**src/adcsc_pkg.sv**
```systemverilog
// package: register map, reset values and timing constants of the converter control
package adcsc_pkg;
	localparam logic [7:0] ADC_MODE_ADDR = 8'hbc;
	localparam logic [7:0] ADC_RESULT_ADDR = 8'hbd;
	localparam logic [7:0] ADC_START_ADDR = 8'hbe;
	localparam logic [7:0] ADC_IRQ_STATUS_ADDR = 8'hbf;
	localparam logic [7:0] ADC_IRQ_MASK_ADDR = 8'hc0;
	localparam logic [7:0] ADC_MODE_RESET = 8'h78;
	localparam logic [7:0] ADC_START_RESET = 8'h7f;
	localparam int PERIOD_BIT = 7;
	localparam int START_BIT = 7;
	localparam logic [2:0] MODE_UNUSED_ONES = 3'h7;
	localparam logic [6:0] START_UNUSED_ONES = 7'h7f;
	localparam logic [7:0] SLOW_PERIOD_CYCLES = 8'd64;
	localparam logic [7:0] FAST_PERIOD_CYCLES = 8'd31;
	localparam int CHANNELS = 8;
	typedef enum logic [1:0] {
		ADCSC_IDLE,
		ADCSC_CONV
	} adcsc_state_e;
endpackage : adcsc_pkg

```
**src/adcsc_period_counter.sv**
```systemverilog
// module: conversion period down-counter
`timescale 1ns/100ps
module adcsc_period_counter #(
	parameter int WIDTH = 8
) (
	// clock and reset
	input wire logic sys_clk_i,
	input wire logic rst_b_i,
	// control
	input wire logic load_i,
	input wire logic clear_i,
	input wire logic [WIDTH-1:0] count_i,
	// status
	output logic done_o
);
	logic [WIDTH-1:0] remaining;

	always_ff @(posedge sys_clk_i or negedge rst_b_i) begin
		if (!rst_b_i) begin
			remaining <= '0;
		end else if (clear_i) begin
			remaining <= '0;
		end else if (load_i) begin
			remaining <= count_i;
		end else if (remaining != '0) begin
			remaining <= remaining - 1'b1;
		end
	end

	assign done_o = (remaining == {{(WIDTH-1){1'b0}}, 1'b1}) && !load_i && !clear_i;
endmodule : adcsc_period_counter

```
**src/adcsc_top.sv**
```systemverilog
// module: eight-channel converter sequence control with register port
//------------------------------------------------------------------
// Behaviour
// - period bit picks conversion length: 0 gives 64 cycles, 1 gives 31.
// - three-bit channel field routes one of eight analog inputs to converter.
// - eight-bit result held in a read-only register, undefined after reset.
// - writing one to the start flag begins conversion on chosen channel.
// - start flag reads one while a conversion runs.
// - start flag reads zero when idle and clears itself on completion.
// - writing zero to start flag during conversion aborts it at once.
//------------------------------------------------------------------
`timescale 1ns/100ps
module adcsc_top #(
	parameter int DATA_W = 8
) (
	// clock and reset
	input wire logic sys_clk_i,
	input wire logic rst_b_i,
	// register port
	input wire logic [7:0] addr_i,
	input wire logic [7:0] wdata_i,
	input wire logic wr_i,
	input wire logic rd_i,
	output logic [7:0] rdata_o,
	// converter core
	output logic [adcsc_pkg::CHANNELS-1:0] analog_input_pin_sel_o,
	output logic conv_sample_o,
	input wire logic [DATA_W-1:0] conv_data_i,
	// interrupt
	output logic irq_o
);
	//------------------------------------------------------------------
	// registers
	//------------------------------------------------------------------
	logic conversion_period_select;
	logic [2:0] channel_select;
	logic [DATA_W-1:0] adc_result;
	adcsc_pkg::adcsc_state_e state;
	logic conversion_start_flag;
	logic [1:0] irq_status;
	logic [1:0] irq_mask;
	logic period_done;
	logic start_req;
	logic abort_req;
	logic [7:0] period_cycles;

	assign start_req = wr_i && addr_i == adcsc_pkg::ADC_START_ADDR
		&& wdata_i[adcsc_pkg::START_BIT];
	assign abort_req = wr_i && addr_i == adcsc_pkg::ADC_START_ADDR
		&& !wdata_i[adcsc_pkg::START_BIT];
	assign conversion_start_flag = (state == adcsc_pkg::ADCSC_CONV);

	always_ff @(posedge sys_clk_i or negedge rst_b_i) begin
		if (!rst_b_i) begin
			conversion_period_select <= adcsc_pkg::ADC_MODE_RESET[7];
			channel_select <= adcsc_pkg::ADC_MODE_RESET[2:0];
		end else if (wr_i && addr_i == adcsc_pkg::ADC_MODE_ADDR) begin
			conversion_period_select <= wdata_i[adcsc_pkg::PERIOD_BIT];
			channel_select <= wdata_i[2:0];
		end
	end

	//------------------------------------------------------------------
	// conversion sequence
	//------------------------------------------------------------------
	assign period_cycles = conversion_period_select ?
		adcsc_pkg::FAST_PERIOD_CYCLES : adcsc_pkg::SLOW_PERIOD_CYCLES;

	adcsc_period_counter #(
		.WIDTH(8)
	) u_period (
		.sys_clk_i(sys_clk_i),
		.rst_b_i(rst_b_i),
		.load_i(start_req && state == adcsc_pkg::ADCSC_IDLE),
		.clear_i(abort_req),
		.count_i(period_cycles),
		.done_o(period_done)
	);

	always_ff @(posedge sys_clk_i or negedge rst_b_i) begin
		if (!rst_b_i) begin
			state <= adcsc_pkg::ADCSC_IDLE;
		end else begin
			case (state)
				adcsc_pkg::ADCSC_IDLE: begin
					if (start_req) begin
						state <= adcsc_pkg::ADCSC_CONV;
					end
				end
				adcsc_pkg::ADCSC_CONV: begin
					if (abort_req) begin
						state <= adcsc_pkg::ADCSC_IDLE;
					end else if (period_done) begin
						state <= adcsc_pkg::ADCSC_IDLE;
					end
				end
				default: begin
					state <= adcsc_pkg::ADCSC_IDLE;
				end
			endcase
		end
	end

	always_comb begin
		analog_input_pin_sel_o = '0;
		analog_input_pin_sel_o[channel_select] = 1'b1;
	end
	assign conv_sample_o = conversion_start_flag;

	// result loads only on completion; no reset value
	always_ff @(posedge sys_clk_i) begin
		if (state == adcsc_pkg::ADCSC_CONV && period_done && !abort_req) begin
			adc_result <= conv_data_i;
		end
	end

	//------------------------------------------------------------------
	// interrupt: bit0 completion, bit1 abort
	//------------------------------------------------------------------
	logic [1:0] irq_event;
	logic clr_status;
	assign irq_event[0] = state == adcsc_pkg::ADCSC_CONV && period_done && !abort_req;
	assign irq_event[1] = state == adcsc_pkg::ADCSC_CONV && abort_req;
	assign clr_status = wr_i && addr_i == adcsc_pkg::ADC_IRQ_STATUS_ADDR;

	always_ff @(posedge sys_clk_i or negedge rst_b_i) begin
		if (!rst_b_i) begin
			irq_status <= 2'h0;
		end else begin
			irq_status <= (irq_status & ~(clr_status ? wdata_i[1:0] : 2'h0))
				| irq_event;
		end
	end

	always_ff @(posedge sys_clk_i or negedge rst_b_i) begin
		if (!rst_b_i) begin
			irq_mask <= 2'h0;
		end else if (wr_i && addr_i == adcsc_pkg::ADC_IRQ_MASK_ADDR) begin
			irq_mask <= wdata_i[1:0];
		end
	end

	assign irq_o = |(irq_status & irq_mask);

	//------------------------------------------------------------------
	// read port
	//------------------------------------------------------------------
	always_ff @(posedge sys_clk_i or negedge rst_b_i) begin
		if (!rst_b_i) begin
			rdata_o <= 8'h00;
		end else if (rd_i) begin
			case (addr_i)
				adcsc_pkg::ADC_MODE_ADDR: begin
					rdata_o <= {conversion_period_select,
						adcsc_pkg::MODE_UNUSED_ONES, 1'b1, channel_select};
				end
				adcsc_pkg::ADC_RESULT_ADDR: begin
					rdata_o <= adc_result;
				end
				adcsc_pkg::ADC_START_ADDR: begin
					rdata_o <= {conversion_start_flag,
						adcsc_pkg::START_UNUSED_ONES};
				end
				adcsc_pkg::ADC_IRQ_STATUS_ADDR: begin
					rdata_o <= {6'h00, irq_status};
				end
				adcsc_pkg::ADC_IRQ_MASK_ADDR: begin
					rdata_o <= {6'h00, irq_mask};
				end
				default: begin
					rdata_o <= 8'h00;
				end
			endcase
		end else begin
			rdata_o <= 8'h00;
		end
	end

	//------------------------------------------------------------------
	// checks
	//------------------------------------------------------------------
	// helper: cycles spent converting and the period taken at start
	logic [7:0] conv_cycles;
	logic conv_fast;

	always_ff @(posedge sys_clk_i or negedge rst_b_i) begin
		if (!rst_b_i) begin
			conv_cycles <= 8'h00;
		end else if (!conversion_start_flag) begin
			conv_cycles <= 8'h00;
		end else begin
			conv_cycles <= conv_cycles + 8'h01;
		end
	end

	always_ff @(posedge sys_clk_i or negedge rst_b_i) begin
		if (!rst_b_i) begin
			conv_fast <= 1'b0;
		end else if (start_req && state == adcsc_pkg::ADCSC_IDLE) begin
			conv_fast <= conversion_period_select;
		end
	end
endmodule : adcsc_top

```
**config.mk**
```make
export PLATFORM = sky130hd
export DESIGN_NAME = adcsc_top
export DESIGN_NICKNAME = d
export VERILOG_FILES = /design/src/adcsc_pkg.sv /design/src/adcsc_period_counter.sv /design/src/adcsc_top.sv
export SDC_FILE = /design/constraint.sdc
export NUM_CORES = 1
export LEC_CHECK = 0
export BUFFER_PORTS_ARGS = -buffer_cell sky130_fd_sc_hd__buf_2
export CAP_MARGIN = 20
export CORE_MARGIN = 2
export CORE_UTILIZATION = 30
export DETAILED_ROUTE_END_ITERATION = 7
export PLACE_DENSITY_LB_ADDON = 0.1
export SLEW_MARGIN = 20
export SYNTH_ARGS = -nofsm -noshare
export SYNTH_HDL_FRONTEND = slang
export SYNTH_SLANG_ARGS = --single-unit
```
**constraint.sdc**
```tcl
create_clock -name sys_clk_i -period 4.4 [get_ports sys_clk_i]
set_input_delay 0.44 -clock sys_clk_i [delete_from_list [all_inputs] [get_ports sys_clk_i]]
set_output_delay 0.44 -clock sys_clk_i [all_outputs]
set_load 0.01 [all_outputs]
```
# Yosys cells after proc, flatten, opt, wreduce, memory -nomap -nowiden
# Cells that the tools add are included.
# totals
ff_bits	34
in_bits	28
output_inout_bits	18
wordCells	58
# op_classes
n_addsub	1
magnitude_cmp	2
eq_ne	9
muxes	13
bitwise	4
n_reduce_logical	21
# ops
op	count
equality test 8 bit, second input constant	5
one-hot mux 8 bit (5 select lines)	1
2-to-1 mux 8 bit	4
logical AND 1 bit	13
equality test 8 x 1 -> 1 bit, second input constant	1
2-to-1 mux 2 bit	4
nonzero test 8 bit	1
subtractor 8 x 1 -> 8 bit, second input constant	1
2-to-1 mux 7 bit	1
AND 2 bit	2
less-than comparator 3 x 4 -> 1 bit, second input constant	1
one-hot mux 2 bit (2 select lines)	1
demux 1 bit (select 3 bit)	1
greater-or-equal comparator 3 x 1 -> 1 bit, second input constant	1
zero test 1 bit	3
inequality test 3 x 1 -> 1 bit, second input constant	1
nonzero test 3 bit	1
equality test 2 x 1 -> 1 bit, second input constant	1
zero test 2 bit	1
inequality test 2 bit, second input constant	1
NOT 2 bit	1
bitwise OR 2 bit	1
AND reduction 2 bit	1
OR reduction 2 bit	1
2-to-1 mux 1 bit	1

# Longest topological paths before layout
# Gate-level depths: netlist of run 1.
# depth
ltp_word	10
depth_mapped	6
ltp_nobuf	6

# Cells and area by module
# A second synthesis of run 1 with hierarchy kept.
# unflattened
cells_unflattened	155
area_unflattened_um2	1774.2
# modules_own_cells
module	instances	cells_each	area_each_um2	seq_area_each_um2
adcsc_top	1	101	1226.2	665.6
adcsc_period_counter	1	54	548.0	200.2

# Least setup slack after synthesis of run 1
# OpenSTA, ideal clock, no wires.
# synth_timing
kind	reg2reg
start	reg u_period.remaining[4]
end	reg adc_result[0], enable pin
setup_time_ps	334
arrival_time_ps	1410
t_required_ps	4066
slack_ps	2656
stages_incl_launch_ff	4
path_cell_list	dfrtp_1 > or3_1 > nor4_1 > o21a_1
# synth_via
elab_chain_cells	5
# synth_rtl
item	line_no	text
from (decl)	adcsc_period_counter.sv:16	logic [WIDTH-1:0] remaining;
from (signal assigned)	adcsc_period_counter.sv:24	remaining <= count_i;
from (signal assigned)	adcsc_period_counter.sv:26	remaining <= remaining - 1'b1;
equality test 8 x 1 -> 1 bit	adcsc_period_counter.sv:30	assign done_o = (remaining == {{(WIDTH-1){1'b0}}, 1'b1}) && !load_i && !clear_i;
logical AND 1 bit (2 in series)	adcsc_period_counter.sv:30	
logical AND 1 bit (2 in series)	--	
named net irq_event[0]	adcsc_top.sv:120	logic [1:0] irq_event;
to (signal assigned)	adcsc_top.sv:113	adc_result <= conv_data_i;
to (decl)	adcsc_top.sv:37	logic [DATA_W-1:0] adc_result;
# The timed path passes the listed nets, and every way through them passes these cells.
# A chain may end at the register's enable or synchronous reset.

# Final worst setup path of run 1
# layout_timing
start	reg u_period.remaining[4]
end	reg adc_result[3], enable pin
# Same word-level chain as after synthesis.

==> results of run 1 <==
## power by group through the flow
stage	logic [mW]	registers, mW	clock network (mW)
final	0.182	0.400	0.276
after floorplan	0.138	0.393	0
after CTS	0.185	0.400	0.286
after global routing	0.208	0.409	0.302
after detailed placement	0.183	0.406	0
after global placement	0.176	0.404	0
## metal layers
layer | vias up | share of wire (%) | track usage [%]
met5 | - | 0 | 0
met2 | 28 | 51 | 21.65
li1 | 611 | - | -
met3 | 8 | 4.9 | 3.647
met4 | 0 | 2.0 | 4.821
met1 | 553 | 43 | 15.70
## layout make-up
type	count	area, um^2	share of cell area [%]
inverters	3	11.26	0.5653
well taps	70	87.58	4.397
clock buffers	5	68.82	3.455
multi-input cells	104	711.9	35.74
clock inverters	3	41.29	2.073
repair buffers	41	205.2	10.30
flip-flops and latches	33	865.8	43.47
## how the worst max path moves through the flow
stage,start,to,cells past startpoint
global placement,u_period.remaining[4]$_DFFE_PN0P_,adc_result[6]$_DFFE_PP_,3
global route,u_period.remaining[4]$_DFFE_PN0P_,adc_result[5]$_DFFE_PP_,3
detailed placement,u_period.remaining[4]$_DFFE_PN0P_,adc_result[6]$_DFFE_PP_,3
finish,u_period.remaining[4]$_DFFE_PN0P_,adc_result[3]$_DFFE_PP_,3
floorplan,u_period.remaining[4]$_DFFE_PN0P_,adc_result[0]$_DFFE_PP_,3
CTS,u_period.remaining[4]$_DFFE_PN0P_,adc_result[5]$_DFFE_PP_,3
## per-stage QoR
stage	util, %	cells
3_5_place_dp	36.61	251
6_report	38.75	259
2_1_floorplan	-	146
3_3_place_gp	36.61	251
5_1_grt	38.75	259
4_1_cts	38.75	259
## sequential cells by signal (all words and copies together) (netlist names)
signal / count
state: 1
conversion_period_select: 1
irq_mask: 2
rdata_o: 8
channel_select: 3
adc_result: 8
irq_status: 2
u_period.remaining: 8
## cell families (layout without fill, tap and decap cells)
group                      after synthesis  in the layout  synth area share (%)
buffers and inverters                    9             52                 2.096
and+or+nand+nor                         60             60                 21.20
DFF                                     33             33                 53.73
adders and majority gates                3              3                 2.329
xor gates and xnor gates                 5              5                 2.717
AOI/OAI and AO/OA                       25             25                 10.48
muxes                                   11             11                 7.454
## cell usage in the layout (no fill, tap or decap), types with 3 or more instances in the layout
cell      Yosys  routed
a21boi_0      3       3
a21oi_1       6       6
and3_1        3       3
and3b_1       4       4
buf_2         0      41
clkbuf_8      0       5
dfrtp_1      25      25
edfxtp_1      8       8
ha_1          3       3
inv_1         3       3
mux2_2        8       8
mux2i_1       3       3
nand2_1      11      11
nand2b_1      5       5
nand3_1       3       3
nand4_1       3       3
nor2_1       12      12
nor3_1        4       4
nor3b_1       4       4
o21ai_0       7       7
xnor2_1       4       4
==> flow_summary.ini, run 1 <==
[outcome]
status = completed

[clock_network]
cts_num_sinks = 33
cts_buffers = 5
cts_resized = 0
cts_tree = yes
clockRootBuffer = clkbuf_8
postCtsSetupBuffers = 0
insertion_delay_ns = 0.28
cts_max_level = 2
cts_buffer_depth = 2
hold_buffers = 0
clk_pin_slew_worst_paths_ns = 0.07

[sta]
fin_crit_sh_pct = 46.02
slew_violations = 0
setup-violations-final = 0
worst_slew_pin_slew_ns = 0.5892
fin_crit_ns = 2.025
layout_setup_ws_ns = 2.375
fin_skew_ns = 0.002629
slew_headroom_pct = 60.72
tns_ns = 0
holdWs_ns = 0.1583
fmax_mhz = 493.8
finalHoldViolations = 0
rsz0062_at_grt = no

[drt]
post_drt_wl_per_cell_um = 13.49
drtAntennaViolNets = 0
vias = 1200
routed_via_density = 4.633
drt_first_pass_iters = 3
route.detailed.drc = 0
drtIter0Drc = 56
drt_wl_total_um = 3493

[die]
die_area_um2 = 5974
ioPinCount = 46
core_um2 = 5140
die_h_um = 77.29
rows = 26
fp.dieW_um = 77.29
initial_utilization_pct = 31.35

[grt]
antenna_found_initial = 0
grt_pass1_vias = 1270
track_usage_pct = 12.90
grt_start_max_net_pins = 26
grt_pass1_wl_um = 5989
grt-ovfl-total = 0

[worst_hold_path]
holdCritPathClass = in2async

[power]
p_leak_nw = 0.9495
seqPwrFrac_pct = 46.6
p_int_mw = 0.6114
p_sw_share_pct = 28.74
power_density_nw_per_um2 = 430.7
vdd_ir_drop_max_mv = 0.2091
pwr-share-comb_pct = 21.2
p_sw_mw = 0.2465
p_total_mw = 0.8579
p_clk_share_pct = 32.2

[final_layout]
design_area_um2 = 1992
num_antenna_cells = 0
n_fill_cell = 558
drive_gt1_share_pct = 31.22
nNetsFinal = 219
syn_to_final_growth_pct = 23.60

[worst_setup_path]
r2r_end = adc_result[3]$_DFFE_PP_
crit_family = simple AND/OR/NAND/NOR gates
worstPathRequired_ns = 4.35
reg2reg_depth = 3
cpPeakStageDelay_ns = 0.43
rrSetupSlack_ns = 2.38
critPathBufInv = 0
crit_fanout = 9
worstSetupPathType = reg2reg
end_kind = register
crit_arrival_ns = 1.97
cp_slowest_cell = dfrtp_1
crit_chain = or3_1 > nor4_1 > o21a_1
r2r-start = u_period.remaining[4]$_DFFE_PN0P_
start_kind = register

[synthesis]
async_flop_share_pct = 75.76
synth_nets = 177
yosysMostFrequentCell = dfrtp_1
synth_cells = 146
synth_top_area_share_pct = 38.82
yosys.area.top_type = dfrtp_1
syn_area_per_cell_um2 = 11.04
yosys_register_bits = 33
synth.distinct_cells = 38
syn_area_um2 = 1612
synthTopCellsByCount = dfrtp_1, nor2_1, nand2_1
ys_top_cells_by_area = dfrtp_1, edfxtp_1, mux2_2
seq_area_frac_synth_pct = 53.73
synth_edf_count = 8
yosys_warnings = 0
synth_ff_type = dfrtp_1

[placement]
post_dp_cell_area_um2 = 1882
gp_congestion = 0.7992
numPortBuffers = 41
post-place-ws_ns = 2.350
dpl.hpwl_um = 2623

[flow_run]
maxCapViolCount = 0
No activity file was read; power rests on OpenSTA's default activity.
==> run 2, diff against run 1 <==
==> constraint.sdc (replaced) <==
create_clock -name sys_clk_i -period 1.86 [get_ports sys_clk_i]
set_input_delay 0.186 -clock sys_clk_i [delete_from_list [all_inputs] [get_ports sys_clk_i]]
set_output_delay 0.186 -clock sys_clk_i [all_outputs]
set_load 0.01 [all_outputs]
==> run 2 against run 1 <==
  * Wire length grew 4.3%
  * Die area unchanged
  * Non-clock buffer count grew 11
  * Hold slack got worse by 0.085 ns
  * Critical path depth up 2
  * Count of clock-buffer cells in the layout increased by 1
  * Via count grew 5.0%
  * Power rose to 2.5 times the previous value
  * Sequential cell count unchanged
  * Sequential share of layout area is 2.2 points lower
  * Register-to-register slack got worse by 2.3 ns
  * Critical path type unchanged
  * Largest power group unchanged
  * Highest routed layer unchanged
==> flow_summary.ini, run 2 (synthesized netlist as in run 1, its figures left out) <==
[clock_network]
clockRootBuffer = clkbuf_8
clk_pin_slew_worst_paths_ns = 0.07
cts_buffer_depth = 2
cts_buffers = 5
cts_num_sinks = 33
cts_max_level = 2
cts_tree = yes
postCtsSetupBuffers = 0
insertion_delay_ns = 0.28

[drt]
drt_first_pass_iters = 4
drtIter0Drc = 44
post_drt_wl_per_cell_um = 13.49
vias = 1260
drtAntennaViolNets = 0
drt_wl_total_um = 3643
routed_via_density = 4.667
route.detailed.drc = 0

[worst_setup_path]
setup.worst_path.end = adc_result[3]$_DFFE_PP_
crit_fanout = 9
worstSetupPathType = reg2reg
worstPathRequired_ns = 1.87
crit_arrival_ns = 1.79
start_kind = register
reg2reg_depth = 5
crit_start = u_period.remaining[6]$_DFFE_PN0P_
rrSetupSlack_ns = 0.08
end_kind = register
r2r_end = adc_result[3]$_DFFE_PP_
r2r-start = u_period.remaining[6]$_DFFE_PN0P_

[sta]
finalHoldViolations = 0
slew_violations = 0
rsz0062_at_grt = no
worst_slew_pin_slew_ns = 0.5783
fmax_mhz = 562.0
setup-violations-final = 0
slew_headroom_pct = 61.45
holdWs_ns = 0.07318
tns_ns = 0
fin_skew_ns = 0.007583
fin_crit_sh_pct = 95.67
fin_crit_ns = 1.779

[final_layout]
multi_input_area_um2 = 711.9
n_fill_cell = 549
final_common_cell = buf_2
largestRegisters = adc_result (8), rdata_o (8), u_period.remaining (8)
mostFrequentLayoutCells = buf_2, dfrtp_1, nor2_1, nand2_1, buf_4
syn_to_final_growth_pct = 30.28
drive_gt1_share_pct = 35.00
nNetsFinal = 230
seq_area_um2 = 865.8
num_antenna_cells = 0

[power]
p_leak_nw = 1.011
vdd_ir_drop_max_mv = 0.5901
power_density_nw_per_um2 = 1025

[grt]
track_usage_pct = 13.50
antenna_found_initial = 0
grt-ovfl-total = 0
grt_start_max_net_pins = 26
grt_pass1_vias = 1319
grt_pass1_wl_um = 6210

[die]
fp.dieW_um = 77.29
initial_utilization_pct = 31.35
ioPinCount = 46
die_area_um2 = 5974
rows = 26
core_um2 = 5140
die_h_um = 77.29

[worst_hold_path]
holdCritPathClass = in2reg
hp-start = conv_data_i[0]

[placement]
dpl.hpwl_um = 2806
numPortBuffers = 41
gp_congestion = 0.7555

[flow_run]
maxCapViolCount = 0

[outcome]
status = completed
## run 2: cell count changes in the layout (fill, tap and decap cells not counted), sizes merged
cell         change
clkbuf           +1
buf             +10
dlygate4sd3      +1
clkinv           -1
## run 2: how the worst min path moves through the flow
stage | to | slack [ns] | cells past startpoint
floorplan | channel_select[0]$_DFFE_PN0P_ | -0.11 | 0
global placement | rdata_o[5]$_DFF_PN0_ | 0.22 | 1
detailed placement | u_period.remaining[3]$_DFFE_PN0P_ | 0.22 | 1
CTS | adc_result[0]$_DFFE_PP_ | 0.06 | 1
global route | adc_result[2]$_DFFE_PP_ | 0.05 | 1
finish | adc_result[0]$_DFFE_PP_ | 0.07 | 1
## run 2: power by group
group / internal, mW / leakage (nW) / switching [mW]
registers: 0.837 / 0.398 / 0.0823
logic: 0.269 / 0.556 / 0.264
clock network: 0.435 / 0.0574 / 0.263
## run 2: area by class of cell
class	instances	area share, %
clock buffer	6	3.933
clock inverter	2	1.788
inverter	3	0.5364
multi-input combinational	104	33.91
sequential	33	41.24
tap	70	4.172
timing repair buffer	52	14.42
## run 2: layer usage
metal,GRT usage (%),wire length [um]
met3,3.765,163
met4,5.000,58
met2,23.57,1824
met1,15.72,1597
met5,0,0
## run 2: worst max-delay path, stage by stage, from the launching register on
cell	delay, ns
dfrtp_1	0.38
or3_1	0.39
nor4_1	0.27
buf_4	0.17
o21a_1	0.16
buf_12	0.14
## run 2: what timing repair did
action	in CTS	in global routing
resized for setup	0	0
hold endpoints to repair	25	0
hold buffers	1	0
## run 2: stage by stage
| stage | utilization, % | power (mW) | worst slack (ns) | instance area (um^2) | std cells |
|---|---|---|---|---|---|
| 4_1_cts | 40.85 | 2.183 | 0.05637 | 2100 | 270 |
| 3_3_place_gp | 38.32 | 1.444 | 0.04957 | 1969 | 261 |
| 3_5_place_dp | 38.32 | 1.471 | 0.07652 | 1969 | 261 |
| 2_1_floorplan | - | 1.256 | 0.1160 | 1612 | 146 |
| 6_report | 40.85 | 2.152 | 0.08050 | 2100 | 270 |
| 5_1_grt | 40.85 | 2.296 | 0.005803 | 2100 | 270 |
==> run 3, diff against run 2 <==
==> constraint.sdc (replaced) <==
create_clock -name sys_clk_i -period 1.86 [get_ports sys_clk_i]
set_input_delay 0.093 -clock sys_clk_i [delete_from_list [all_inputs] [get_ports sys_clk_i]]
set_output_delay 0.093 -clock sys_clk_i [all_outputs]
set_load 0.01 [all_outputs]
==> run 3 against run 2 <==
  * Via count increased by 4.6%
  * Final cell count is 3.0% higher
  * Clock power fell by 5.9%
  * Sequential power grew 0.7%
  * Combinational power is 2% higher
  * Hold slack lost 0.034 ns
  * Register-to-register slack got worse by 0.04 ns
  * Setup slack lost 0.039 ns
  * First-iteration DRC count down 4.5%
  * Count of clock-buffer cells in the layout down 1
  * Critical endpoint is now adc_result[5]$_DFFE_PP_
==> flow_summary.ini, run 3 (synthesized netlist as in run 1, its figures left out) <==
[die]
core_um2 = 5140
ioPinCount = 46
die_area_um2 = 5974
die_h_um = 77.29
rows = 26
initial_utilization_pct = 31.35
fp.dieW_um = 77.29

[placement]
gp_congestion = 0.7360
numPortBuffers = 41
dp_cells = 261
dpl.hpwl_um = 2830
post_dp_cell_area_um2 = 1969

[grt]
grt-ovfl-total = 0
grt_pass1_vias = 1336
track_usage_pct = 13.54
grt_start_max_net_pins = 26
antenna_found_initial = 0
grt_pass1_wl_um = 6244

[sta]
slew_violations = 0
fin_crit_sh_pct = 97.75
fin_skew_ns = 0.004900
finalHoldViolations = 0
tns_ns = 0
worst_slew_pin_slew_ns = 0.5922
fin_crit_ns = 1.818
setup-violations-final = 0
slew_headroom_pct = 60.52
fmax_mhz = 550.0

[final_layout]
fin_cells = 278
syn_to_final_growth_pct = 35.02
final_common_cell = buf_2
nNetsFinal = 238
num_antenna_cells = 0
mostFrequentLayoutCells = buf_2, dfrtp_1, nor2_1, nand2_1
design_area_um2 = 2176
multi_input_area_um2 = 718.2
drive_gt1_share_pct = 33.65
largestRegisters = adc_result (8), rdata_o (8), u_period.remaining (8)
seq_area_um2 = 865.8
n_fill_cell = 550

[clock_network]
cts_buffers = 5
clockRootBuffer = clkbuf_8
clk_pin_slew_worst_paths_ns = 0.07
cts_tree = yes
cts_num_sinks = 33
cts_buffer_depth = 2
postCtsSetupBuffers = 0
insertion_delay_ns = 0.28
cts_max_level = 2

[power]
seqPwrFrac_pct = 43.5
p_sw_mw = 0.6173
vdd_ir_drop_max_mv = 0.3820
p_leak_nw = 1.039
p_total_mw = 2.127
pwr-share-comb_pct = 25.6
p_sw_share_pct = 29.02
power_density_nw_per_um2 = 977.6
p_int_mw = 1.510
p_clk_share_pct = 30.9

[worst_setup_path]
cpPeakStageDelay_ns = 0.42
cp_slowest_cell = or3_1
r2r-start = u_period.remaining[6]$_DFFE_PN0P_
r2r_end = adc_result[5]$_DFFE_PP_
worstPathRequired_ns = 1.86
crit_arrival_ns = 1.82
crit_family = simple AND/OR/NAND/NOR gates
critPathBufInv = 2
end_kind = register
reg2reg_depth = 5
crit_fanout = 9
start_kind = register
rrSetupSlack_ns = 0.04
crit_chain = or3_1 > nor4_2 > buf_4 > o21a_1 > buf_12
worstSetupPathType = reg2reg

[drt]
routed_via_density = 4.741
drtIter0Drc = 42
vias = 1318
route.detailed.drc = 0
drt_wl_total_um = 3768
drtAntennaViolNets = 0
post_drt_wl_per_cell_um = 13.55
drt_first_pass_iters = 4

[flow_run]
maxCapViolCount = 0

[worst_hold_path]
hold_depth = 2
holdCritPathClass = in2reg
hold_end = channel_select[2]$_DFFE_PN0P_
hp-start = wdata_i[2]

[outcome]
status = completed
-- run 3: cell count changes in the layout (fill, tap and decap cells not counted), sizes merged --
cell         change
dlygate4sd3      +8
clkbuf           -1
clkinv           +1
-- run 3: worst max-delay path by stage --
stage / slack, ns / depth (start not counted) / endpoint / startpoint
2_1_floorplan: 0.12 / 3 / adc_result[0]$_DFFE_PP_ / u_period.remaining[4]$_DFFE_PN0P_
3_3_place_gp: 0.08 / 5 / adc_result[6]$_DFFE_PP_ / u_period.remaining[6]$_DFFE_PN0P_
3_5_place_dp: 0.09 / 5 / adc_result[2]$_DFFE_PP_ / u_period.remaining[6]$_DFFE_PN0P_
4_1_cts: 0.06 / 5 / adc_result[5]$_DFFE_PP_ / u_period.remaining[6]$_DFFE_PN0P_
5_1_grt: -0.03 / 5 / adc_result[5]$_DFFE_PP_ / u_period.remaining[6]$_DFFE_PN0P_
6_report: 0.04 / 5 / adc_result[5]$_DFFE_PP_ / u_period.remaining[6]$_DFFE_PN0P_
-- run 3: routing by layer --
metal,vias to the layer above,routed length (um),share of wire [%],GRT usage [%]
li1,645,-,-,-
met1,640,1612,43,15.37
met2,26,1939,51,24.26
met3,7,158,4.2,3.294
met4,0,59,1.6,5.357
met5,-,0,0,0
-- run 3: power groups by stage --
stage | clock (mW) | combinational, mW | sequential, mW
finish | 0.658 | 0.544 | 0.925
global route | 0.717 | 0.616 | 0.938
CTS | 0.680 | 0.546 | 0.921
detailed placement | 0 | 0.526 | 0.935
global placement | 0 | 0.512 | 0.931
floorplan | 0 | 0.326 | 0.931
-- run 3: per-stage QoR --
| stage | setup WS [ns] | util, % | hold WS [ns] |
|---|---|---|---|
| final | 0.04193 | 42.33 | 0.03931 |
| after global routing | -0.03179 | 42.33 | 0.03474 |
| after CTS | 0.06049 | 42.21 | 0.03106 |
| after detailed placement | 0.08512 | 38.32 | 0.1355 |
| after global placement | 0.07644 | 38.32 | 0.1297 |
| after floorplan | 0.1160 | - | -0.2026 |
-- run 3: what timing repair did --
item / CTS / global route
endpoints found under the setup margin: 0 / 8
endpoints found under the hold margin: 33 / 0
hold buffers: 9 / 0
gates resized for setup: 0 / 1
-- run 3: cell type report --
class | instances | share of cell area, %
Inverter | 3 | 0.5175
Tap cell | 70 | 4.025
Clock buffer | 5 | 3.163
Multi-Input combinational cell | 104 | 33.01
Timing Repair Buffer | 60 | 17.60
Sequential cell | 33 | 39.79
Clock inverter | 3 | 1.898
